File: src/hdl/rft_pkg.sv
// Package for the frame timer one block: register map, fields, reset values.
// Assumes an 8-bit register port with byte addresses as the device prints them.
package rft_pkg;
	localparam logic [7:0] ADDR_T0_CNT_LO   = 8'h13;
	localparam logic [7:0] ADDR_T1_CTRL     = 8'h14;
	localparam logic [7:0] ADDR_T1_RLD_HI   = 8'h15;
	localparam logic [7:0] ADDR_T1_RLD_LO   = 8'h16;
	localparam logic [7:0] ADDR_T1_CNT_HI   = 8'h17;
	localparam logic [7:0] ADDR_T1_CNT_LO   = 8'h18;
	localparam logic [7:0] ADDR_TIMER_CTRL  = 8'h30;
	localparam logic [7:0] ADDR_IRQ_STATUS  = 8'h31;
	localparam logic [7:0] ADDR_IRQ_MASK    = 8'h32;
	localparam int CTRL_STOP_RX_BIT  = 7;
	localparam int CTRL_START_HI     = 5;
	localparam int CTRL_START_LO     = 4;
	localparam int CTRL_RELOAD_BIT   = 3;
	localparam int CTRL_CLK_HI       = 1;
	localparam int CTRL_CLK_LO       = 0;
	localparam int TCTL_RUN_BIT      = 5;
	localparam int TCTL_MASK_BIT     = 1;
	localparam logic [7:0] CTRL_WR_MASK   = 8'hBB;
	localparam logic [7:0] CTRL_RESET     = 8'h00;
	localparam logic [7:0] RELOAD_RESET   = 8'h00;
	localparam logic [7:0] IRQ_MASK_RESET = 8'h00;
	localparam int RX_STOP_BITS = 4;
	localparam logic [2:0] RX_STOP_COUNT = 3'(RX_STOP_BITS);
	typedef enum logic [1:0] {
		RFT_START_NONE   = 2'b00,
		RFT_START_TX_END = 2'b01,
		RFT_START_LFO    = 2'b10,
		RFT_START_LFO_UF = 2'b11
	} rft_start_t;
	typedef enum logic [1:0] {
		RFT_CLK_FAST  = 2'b00,
		RFT_CLK_SLOW  = 2'b01,
		RFT_CLK_T0_UF = 2'b10,
		RFT_CLK_T2_UF = 2'b11
	} rft_clk_t;
endpackage

File: src/hdl/rft_timer_one.sv
// Frame timer one: 16-bit down counter with reload, auto start, receive stop,
// LOW_FREQUENCY_OSCILLATOR trimming gate, underflow interrupt and a byte-wide register port.
// Assumes all strobes and tick inputs are synchronous single-cycle pulses on clk_i.
//
// Decided for this implementation: strobed register access.
`timescale 1ns/1ps
module rft_timer_one
	import rft_pkg::*;
(
	input  wire logic       clk_i,
	input  wire logic       nrst_i,
	input  wire logic [7:0] addr_i,
	input  wire logic [7:0] wdata_i,
	input  wire logic       wr_i,
	input  wire logic       rd_i,
	input  wire logic       tick_fast_i,
	input  wire logic       tick_slow_i,
	input  wire logic       t0_underflow_i,
	input  wire logic       t2_underflow_i,
	input  wire logic [7:0] t0_count_low_i,
	input  wire logic       tx_end_i,
	input  wire logic       rx_bit_i,
	input  wire logic       rx_frame_i,
	input  wire logic       lfo_i,
	output logic      [7:0] rdata_o,
	output logic            underflow_o,
	output logic            running_o,
	output logic            irq_o
);
	logic [7:0]  ctrl_q, ctrl_d;
	logic [7:0]  rld_hi_q, rld_hi_d;
	logic [7:0]  rld_lo_q, rld_lo_d;
	logic [15:0] cnt_q, cnt_d;
	logic        run_q, run_d;
	logic        uf_q, uf_d;
	logic [2:0]  rxbits_q, rxbits_d;
	logic        rxstopped_q, rxstopped_d;
	logic        lfo_q, lfo_d;
	logic        sts_q, sts_d;
	logic        msk_q, msk_d;
	logic [7:0]  rdata_q, rdata_d;
	logic        irq_q, irq_d;

	rft_start_t  start_sel;
	rft_clk_t    clk_sel;
	logic        lfo_mode;
	logic        tick;
	logic        start_ev;
	logic        stop_ev;
	logic        hit_zero;
	logic        lfo_rise;
	logic        sw_run_wr;

	assign start_sel = rft_start_t'(ctrl_q[CTRL_START_HI:CTRL_START_LO]);
	assign clk_sel   = rft_clk_t'(ctrl_q[CTRL_CLK_HI:CTRL_CLK_LO]);
	assign lfo_mode  = ctrl_q[CTRL_START_HI];
	assign lfo_rise  = lfo_i & ~lfo_q;
	assign sw_run_wr = wr_i && addr_i == ADDR_TIMER_CTRL && wdata_i[TCTL_MASK_BIT];

	// Tick selection
	always_comb begin
		unique case (clk_sel)
			RFT_CLK_FAST:  tick = tick_fast_i;
			RFT_CLK_SLOW:  tick = tick_slow_i;
			RFT_CLK_T0_UF: tick = t0_underflow_i;
			RFT_CLK_T2_UF: tick = t2_underflow_i;
		endcase
	end

	// Start and stop events
	always_comb begin
		start_ev = 1'b0;
		stop_ev  = 1'b0;
		unique case (start_sel)
			RFT_START_NONE:   start_ev = 1'b0;
			RFT_START_TX_END: start_ev = tx_end_i;
			RFT_START_LFO, RFT_START_LFO_UF: begin
				// One rising edge starts, the next stops: a gate of one LOW_FREQUENCY_OSCILLATOR period
				start_ev = lfo_rise & ~run_q;
				stop_ev  = lfo_rise & run_q;
			end
		endcase
		if (sw_run_wr) begin
			start_ev = wdata_i[TCTL_RUN_BIT];
			stop_ev  = ~wdata_i[TCTL_RUN_BIT];
		end
		// Receive stop only counts bits of a frame, ignored while trimming
		if (!lfo_mode && ctrl_q[CTRL_STOP_RX_BIT] && rxstopped_d && !rxstopped_q) begin
			stop_ev = 1'b1;
		end
	end

	// Receive bit counter
	always_comb begin
		rxbits_d    = rxbits_q;
		rxstopped_d = rxstopped_q;
		if (!rx_frame_i) begin
			rxbits_d    = 3'h0;
			rxstopped_d = 1'b0;
		end else if (rx_bit_i && rxbits_q != RX_STOP_COUNT) begin
			rxbits_d = rxbits_q + 3'h1;
			if (rxbits_d == RX_STOP_COUNT) begin
				rxstopped_d = 1'b1;
			end
		end
	end

	// Counter core
	always_comb begin
		cnt_d    = cnt_q;
		run_d    = run_q;
		uf_d     = 1'b0;
		hit_zero = run_q && tick && cnt_q == 16'h0000;
		if (start_ev) begin
			cnt_d = {rld_hi_q, rld_lo_q};
			run_d = 1'b1;
		end else if (stop_ev) begin
			run_d = 1'b0;
		end else if (hit_zero) begin
			// Trimming without underflow raises no flag at zero; stops there unless reload is set
			uf_d = (start_sel != RFT_START_LFO);
			if (ctrl_q[CTRL_RELOAD_BIT]) begin
				cnt_d = {rld_hi_q, rld_lo_q};
			end else begin
				run_d = 1'b0;
			end
		end else if (run_q && tick) begin
			cnt_d = cnt_q - 16'h0001;
		end
	end

	// Register port, interrupt
	always_comb begin
		ctrl_d   = ctrl_q;
		rld_hi_d = rld_hi_q;
		rld_lo_d = rld_lo_q;
		msk_d    = msk_q;
		sts_d    = sts_q;
		rdata_d  = 8'h00;
		lfo_d    = lfo_i;
		if (wr_i) begin
			unique case (addr_i)
				ADDR_T1_CTRL:   ctrl_d = wdata_i & CTRL_WR_MASK;
				ADDR_T1_RLD_HI: rld_hi_d = wdata_i;
				ADDR_T1_RLD_LO: rld_lo_d = wdata_i;
				ADDR_IRQ_MASK:  msk_d = wdata_i[0];
				default:        ;
			endcase
		end
		if (rd_i) begin
			unique case (addr_i)
				ADDR_T0_CNT_LO:  rdata_d = t0_count_low_i;
				ADDR_T1_CTRL:    rdata_d = ctrl_q;
				ADDR_T1_RLD_HI:  rdata_d = rld_hi_q;
				ADDR_T1_RLD_LO:  rdata_d = rld_lo_q;
				ADDR_T1_CNT_HI:  rdata_d = cnt_q[15:8];
				ADDR_T1_CNT_LO:  rdata_d = cnt_q[7:0];
				ADDR_TIMER_CTRL: rdata_d = {2'b00, run_q, 5'b00000};
				ADDR_IRQ_STATUS: rdata_d = {7'h00, sts_q};
				ADDR_IRQ_MASK:   rdata_d = {7'h00, msk_q};
				default:         rdata_d = 8'h00;
			endcase
			if (addr_i == ADDR_IRQ_STATUS) begin
				sts_d = 1'b0;
			end
		end
		// Set wins over the read clear so no underflow is lost
		if (uf_d) begin
			sts_d = 1'b1;
		end
		irq_d = sts_d & msk_d;
	end

	// Software visible configuration
	always_ff @(posedge clk_i or negedge nrst_i) begin
		if (!nrst_i) begin
			ctrl_q   <= CTRL_RESET;
			rld_hi_q <= RELOAD_RESET;
			rld_lo_q <= RELOAD_RESET;
			msk_q    <= IRQ_MASK_RESET[0];
		end else begin
			ctrl_q   <= ctrl_d;
			rld_hi_q <= rld_hi_d;
			rld_lo_q <= rld_lo_d;
			msk_q    <= msk_d;
		end
	end

	// Counter core
	always_ff @(posedge clk_i or negedge nrst_i) begin
		if (!nrst_i) begin
			cnt_q <= 16'h0000;
			run_q <= 1'b0;
			uf_q  <= 1'b0;
		end else begin
			cnt_q <= cnt_d;
			run_q <= run_d;
			uf_q  <= uf_d;
		end
	end

	// Receive bit counter
	always_ff @(posedge clk_i or negedge nrst_i) begin
		if (!nrst_i) begin
			rxbits_q    <= 3'h0;
			rxstopped_q <= 1'b0;
		end else begin
			rxbits_q    <= rxbits_d;
			rxstopped_q <= rxstopped_d;
		end
	end

	// Previous oscillator level for edge detection
	always_ff @(posedge clk_i or negedge nrst_i) begin
		if (!nrst_i) begin
			lfo_q <= 1'b0;
		end else begin
			lfo_q <= lfo_d;
		end
	end

	// Read answer and interrupt
	always_ff @(posedge clk_i or negedge nrst_i) begin
		if (!nrst_i) begin
			sts_q   <= 1'b0;
			rdata_q <= 8'h00;
			irq_q   <= 1'b0;
		end else begin
			sts_q   <= sts_d;
			rdata_q <= rdata_d;
			irq_q   <= irq_d;
		end
	end

	assign rdata_o     = rdata_q;
	assign underflow_o = uf_q;
	assign running_o   = run_q;
	assign irq_o       = irq_q;
endmodule // rft_timer_one

File: config.mk
export PLATFORM = sky130hd
export DESIGN_NAME = rft_timer_one
export DESIGN_NICKNAME = d
export VERILOG_FILES = /design/src/hdl/rft_pkg.sv /design/src/hdl/rft_timer_one.sv
export SDC_FILE = /design/constraint.sdc
export NUM_CORES = 1
export LEC_CHECK = 0
export BUFFER_PORTS_ARGS = -buffer_cell sky130_fd_sc_hd__buf_4
export CORE_UTILIZATION = 62
export DETAILED_ROUTE_END_ITERATION = 12
export PLACE_DENSITY_LB_ADDON = 0.1
export SETUP_SLACK_MARGIN = 0.2
export SLEW_MARGIN = 20
export SYNTH_ARGS = -nofsm -noshare
export SYNTH_HDL_FRONTEND = slang
export SYNTH_SLANG_ARGS = --single-unit
File: constraint.sdc
create_clock -name clk_i -period 4.7 [get_ports clk_i]
set_clock_uncertainty 0.15 [all_clocks]
set_input_delay 1.175 -clock clk_i [delete_from_list [all_inputs] [get_ports clk_i]]
set_output_delay 1.175 -clock clk_i [all_outputs]
set_load 0.02 [all_outputs]
==> results of run 1 <==
-- power by group --
| part | switching, uW | internal [uW] |
|---|---|---|
| Clock | 154 | 158 |
| Sequential | 126 | 551 |
| Combinational | 206 | 171 |
-- per-layer routing --
layer | wire, um | share of wire | vias up | GRT usage
met5 | 0 | 0 | - | 0
met4 | 192 | 0.022 | 0 | 0.1174
met3 | 606 | 0.070 | 21 | 0.04552
met2 | 4227 | 0.49 | 147 | 0.5616
met1 | 3590 | 0.42 | 1349 | 0.4504
li1 | - | - | 1280 | -
-- final cells by class --
type,instances,area [sq um]
Clock buffer,5,68.82
Clock inverter,3,42.54
Fill cell,402,1324
Inverter,7,26.28
Multi-Input combinational cell,236,1797
Sequential cell,56,1401
Tap cell,70,87.58
Timing Repair Buffer,48,360.3
-- worst max-delay path, stage by stage --
cell and delay, ns:
sky130_fd_sc_hd__buf_4 0.12, sky130_fd_sc_hd__or4b_4 0.57, sky130_fd_sc_hd__or3_4 0.42, sky130_fd_sc_hd__a211o_4 0.39
sky130_fd_sc_hd__o21ai_2 0.41, sky130_fd_sc_hd__o21ai_1 0.17, sky130_fd_sc_hd__a22o_1 0.27
-- state kept, by name, indices dropped and copies added, names as in the netlist --
| register | cells |
|---|---|
| underflow_o | 1 |
| cnt_q | 16 |
| lfo_q | 1 |
| msk_q | 1 |
| sts_q | 1 |
| ctrl_q | 6 |
| rld_hi_q | 8 |
| rdata_o | 8 |
| rld_lo_q | 8 |
| rxstopped_q | 1 |
| running_o | 1 |
| irq_o | 1 |
| rxbits_q | 3 |
-- cell usage after synthesis, drive strengths merged, types with 4 or more instances --
library cell / count
dfrtp: 56
nor2: 28
mux2: 26
nand2: 26
nand3: 15
a21oi: 13
o21ai: 12
clkbuf: 9
nor3: 9
nor4: 9
a22oi: 8
o221a: 8
inv: 7
mux2i: 6
mux4: 6
ha: 5
a21boi: 4
nor2b: 4
-- cells by family after synthesis --
group,after synthesis
AOI/OAI and AO/OA,72
xor gates and xnor gates,1
adders and majority gates,5
buffers and inverters,18
DFF,56
muxes,38
and+or+nand+nor,120
-- metrics by stage --
stage,setup slack (ns),std cells,power [uW]
global placement,0.9930,417,1041
finish,1.221,425,1365
detailed placement,0.9593,417,1047
floorplan,1.251,310,909.2
global route,1.113,425,1433
CTS,1.230,425,1360
-- path summary, 6_finish.rpt --
kind | slack (ns) | start | endpoint | cells past startpoint
setup / recovery | 1.22 | addr_i[2] | cnt_q[5] | 7
hold / removal | 0.33 | rxstopped_q | rxstopped_q | 1
setup reg to reg | 1.66 | cnt_q[4] | cnt_q[9] | 6
hold reg to reg | 0.33 | rxstopped_q | rxstopped_q | 1
max in group asynchronous | 3.19 | nrst_i | cnt_q[14] | 1
min in group asynchronous | 0.74 | nrst_i | underflow_o | 1
==> impl_metrics.csv, run 1 <==
group,metric,value,unit
worst_hold_path,hold_path_class,"reg2reg",
synthesis,cell_type_with_the_highest_aggregate_area_in_the_netlist,"sky130_fd_sc_hd__dfrtp_1",
cts,htree_num_levels,2,
synthesis,synth_area,3277,sq um
synthesis,post_synth_inst_count,310,
cts,numCtsBuffers,5,
timing,maxSlewViolCount,0,
cts,clock_path_buffers,2,
cts,clkSlewWorstSetupHoldPaths,0.10,ns
timing,clock.fmax,0.2875,GHz
synthesis,synth_compound_area_frac,0.1745,
detailed_routing,drcViolationCount,0,
pwr,irDropWorstVdd,0.2422,mV
timing,finalCritPeriodShare,0.7402,
detailed_routing,detail_route.wirelength,8617,um
run,maxCapViolations,0,
timing,max_slew.worst_pin.slew,0.8915,ns
global_routing,grt_pass1_vias,2624,
placed_design,placedInstanceArea,3672,sq um
floorplanning,dieArea,5580,sq um
synthesis,post_synth_xor_area_fraction,0.002673,
synthesis,average_footprint_of_a_synthesized_cell,10.57,sq um
cts,insertion_delay,0.31,ns
layout,final_layout_net_count,395,
floorplanning,row_count,26,
synthesis,yosys_warnings,0,
detailed_routing,detail_route.iter0.violations,184,
floorplanning,placeableCoreArea,5107,sq um
placed_design,globalplace.congestion,0.9688,
placed_design,dp_hpwl,6347,um
detailed_routing,first_pass_iters,8,
global_routing,wire_length_of_the_first_global_routing_pass,13670,um
synthesis,synth_simple_gate_area_share,0.2020,
timing,setup-tns-final,0,ns
synthesis,synth-seq-cells,56,
placed_design,io_buffers,46,
timing,final-setup-viol-count,0,
cts,numClockSinks,56,
layout,antennaDiodeCount,0,
setup_path,worst_ep_required_time,4.76,ns
synthesis,synth_enable_flop_cells,0,
pwr,power.leakage,0.001676,uW
timing,minimum_clock_period,3.479,ns
floorplanning,chipHeight,74.70,um
synthesis,synth_top_family_by_area,"simple AND/OR/NAND/NOR gates",
synthesis,seq_area_frac_synth,0.4276,
setup_path,timing.setup.critical_path_class,"in2reg",
global_routing,grt_max_degree,57,
synthesis,synth-main-ff-cell,"sky130_fd_sc_hd__dfrtp_1",
layout,finish.utilization,0.7408,
detailed_routing,vias_per_cell,6.581,
cts,cts_setup_buffers,0,
cts,tritoncts,"yes",
setup_path,end_kind,"flop",
detailed_routing,post_drt_wl_per_cell,20.28,um
global_routing,grt_antenna_before_repair,0,
cts,ctsRootBufferMaster,"sky130_fd_sc_hd__clkbuf_8",
detailed_routing,route.antenna.remaining_nets,0,
setup_path,data_arrival_critical_path,3.54,ns
synthesis,synthDistinctLibCells,65,
cts,ctsResizeCount,0,
layout,final_layout_size_suffix_gt1_frac,0.2873,
timing,grt_setup_unrepaired,"false",
timing,timing.final.hold_violations,0,
status,status,"finished clean",
synthesis,ys_top_cells_by_area,"sky130_fd_sc_hd__dfrtp_1 43%, sky130_fd_sc_hd__mux2_2 8.6%, sky130_fd_sc_hd__mux4_2 4.1%",
setup_path,worst_setup_path_start_kind,"primary input",
timing,slew_headroom,0.4011,
pwr,powerDensity,360.8,nW/um^2
layout,layout.cells.most_common,"sky130_fd_sc_hd__dfrtp_1",
synthesis,synth-async-reset-ratio,1.000,
layout,syn2layout_area_growth,15.46,%
global_routing,globalRouteTotalUtil,0.3354,
layout,layout_common_cells,"56 x sky130_fd_sc_hd__dfrtp_1, 48 x sky130_fd_sc_hd__buf_4, 26 x sky130_fd_sc_hd__nand2_1, 26 x sky130_fd_sc_hd__nor2_1, 25 x sky130_fd_sc_hd__mux2_2",
cts,postCtsHoldBufs,0,
synthesis,post_synth_fa_ha_maj_area_fraction,0.01909,
detailed_routing,via_count,2797,
synthesis,postSynthNetCount,351,
setup_path,crit_path_max_fanout,11,
synthesis,synthMuxAreaShare,0.1501,
timing,worst_hold_slack,0.3343,ns
layout,postLayoutCellArea,3784,sq um
synthesis,yosys.area.top_type_share,0.4276,
floorplanning,ioPinCount,47,
floorplanning,floorplan.initialDensity,0.6416,
global_routing,globalRoute.totalOverflow,0,
floorplanning,die_width,74.70,um
Power figures use the tool's default switching activity.
==> inputs of run 2 (changes only) <==
CORE_UTILIZATION = 57   (was 62)
clock period = 3.45 ns   (was 4.7 ns; I/O delays follow)
==> run 2 against run 1 <==
Effect of this change:
- cell count is 2.6% higher
- utilization decreased by 4.9 points
- sequential share of layout area is 0.46 points lower
- combinational power grew 41%
- wire length is 0.92% lower
- first-iteration DRC count increased by 11%
- critical path type unchanged
- highest routed layer unchanged
==> impl_metrics.csv, run 2 (synthesized netlist as in run 1, its figures left out) <==
group,metric,value,unit
timing,clock.fmax,0.3209,GHz
layout,layout_common_cells,"57 x sky130_fd_sc_hd__buf_4, 56 x sky130_fd_sc_hd__dfrtp_1, 26 x sky130_fd_sc_hd__nand2_1, 26 x sky130_fd_sc_hd__nor2_1, 25 x sky130_fd_sc_hd__mux2_2",
layout,max_flop_register,"cnt_q",
layout,fillCellCount,472,
floorplanning,dieArea,6056,sq um
timing,maxSlewViolCount,0,
timing,setup-tns-final,0,ns
floorplanning,placeableCoreArea,5540,sq um
pwr,powerDensity,473.3,nW/um^2
setup_path,worst_setup_path_start_kind,"primary input",
detailed_routing,detail_route.iter0.violations,204,
floorplanning,ioPinCount,47,
global_routing,grt_pass1_vias,2695,
cts,numClockSinks,56,
placed_design,dp_hpwl,6421,um
cts,postCtsHoldBufs,0,
timing,max_slew.worst_pin.slew,0.8032,ns
timing,grt_setup_unrepaired,"false",
cts,htree_num_levels,2,
layout,final_layout_size_suffix_gt1_frac,0.3022,
cts,ctsResizeCount,0,
timing,slew_headroom,0.4596,
setup_path,worst_ep_required_time,3.50,ns
cts,clkSlewWorstSetupHoldPaths,0.10,ns
pwr,power.internal,1141,uW
timing,worst_hold_slack,0.3390,ns
global_routing,grt_antenna_before_repair,0,
global_routing,globalRoute.totalOverflow,0,
layout,antennaDiodeCount,0,
layout,sequential_cell_area,1401,sq um
global_routing,wire_length_of_the_first_global_routing_pass,13880,um
placed_design,io_buffers,46,
setup_path,data_arrival_critical_path,3.17,ns
layout,layout.cells.most_common,"sky130_fd_sc_hd__buf_4",
setup_path,timing.setup.critical_path_class,"in2reg",
cts,numCtsBuffers,5,
run,maxCapViolations,0,
floorplanning,die_width,77.82,um
timing,setup_ws,0.3341,ns
floorplanning,row_count,27,
timing,finalCritPeriodShare,0.9032,
global_routing,grt_max_degree,57,
layout,final_layout_net_count,404,
detailed_routing,route.antenna.remaining_nets,0,
pwr,power_switching_share,0.3707,
placed_design,globalplace.congestion,0.9633,
pwr,share_seq_of_total_power,0.513,
cts,cts_setup_buffers,0,
pwr,power.clock.fraction,0.194,
status,status,"finished clean",
timing,final-setup-viol-count,0,
setup_path,end_kind,"flop",
worst_hold_path,hold_path_class,"reg2reg",
pwr,irDropWorstVdd,0.2535,mV
detailed_routing,drcViolationCount,0,
floorplanning,floorplan.initialDensity,0.5915,
global_routing,globalRouteTotalUtil,0.3059,
cts,ctsRootBufferMaster,"sky130_fd_sc_hd__clkbuf_8",
setup_path,crit_path_max_fanout,11,
cts,clock_path_buffers,2,
floorplanning,chipHeight,77.82,um
layout,area_taken_by_multi_input_logic_gates,1797,sq um
detailed_routing,vias_per_cell,6.415,
detailed_routing,first_pass_iters,6,
pwr,p_sw,672.3,uW
cts,insertion_delay,0.31,ns
placed_design,place_worst_setup_slack,0.03613,ns
detailed_routing,detail_route.wirelength,8538,um
cts,tritoncts,"yes",
timing,minimum_clock_period,3.116,ns
detailed_routing,via_count,2797,
detailed_routing,post_drt_wl_per_cell,19.58,um
timing,timing.final.hold_violations,0,
pwr,power.leakage,0.001707,uW
pwr,power_frac_comb,0.293,
layout,max_ffs_per_register,16,
layout,syn2layout_area_growth,16.91,%
-- run 2: layer usage --
layer | vias up | wire, um | track usage | part of all wire
met5 | - | 0 | 0 | 0
met4 | 0 | 240 | 0.1132 | 0.028
met3 | 23 | 742 | 0.05294 | 0.087
met2 | 142 | 3998 | 0.4681 | 0.47
met1 | 1343 | 3557 | 0.4354 | 0.42
li1 | 1289 | - | - | -
-- run 2: through the flow --
step / std cells / utilization / instance area, sq um / power, uW
final: 436 / 0.6915 / 3831 / 1813
after global routing: 436 / 0.6915 / 3831 / 1922
after CTS: 436 / 0.6915 / 3831 / 1808
after detailed placement: 428 / 0.6755 / 3742 / 1453
after global placement: 428 / 0.6755 / 3742 / 1443
after floorplan: 310 / - / 3277 / 1239
-- run 2: final timing paths --
| check | slack (ns) | cells after the start | endpoint | from |
|---|---|---|---|---|
| setup / recovery | 0.33 | 7 | cnt_q[5] | addr_i[2] |
| hold reg to reg | 0.34 | 1 | rxstopped_q | rxstopped_q |
| setup reg to reg | 0.58 | 7 | cnt_q[4] | cnt_q[4] |
| min in group asynchronous | 0.44 | 1 | sts_q | nrst_i |
| hold / removal | 0.34 | 1 | rxstopped_q | rxstopped_q |
| max in group asynchronous | 2.25 | 1 | rld_lo_q[3] | nrst_i |
-- run 2: cell type report --
cell class | count | area share
clock buffers | 6 | 0.01894
flip-flops and latches | 56 | 0.3658
clock inverters | 2 | 0.004246
multi-input cells | 236 | 0.4690
repair buffers | 57 | 0.1117
inverters | 7 | 0.006858
well taps | 72 | 0.02351
-- run 2: critical path: stages --
cell                      delay, ns
sky130_fd_sc_hd__buf_4         0.12
sky130_fd_sc_hd__or4b_4        0.55
sky130_fd_sc_hd__or3_4         0.42
sky130_fd_sc_hd__a211o_4       0.39
sky130_fd_sc_hd__o21ai_2       0.44
sky130_fd_sc_hd__o21ai_1       0.13
sky130_fd_sc_hd__a22o_1        0.25
-- run 2: power by group through the flow --
stage | logic [uW] | clock network, uW | registers (uW)
floorplan | 376 | 0 | 863
global placement | 510 | 0 | 932
detailed placement | 521 | 0 | 932
CTS | 522 | 366 | 920
global route | 581 | 396 | 944
finish | 531 | 352 | 930
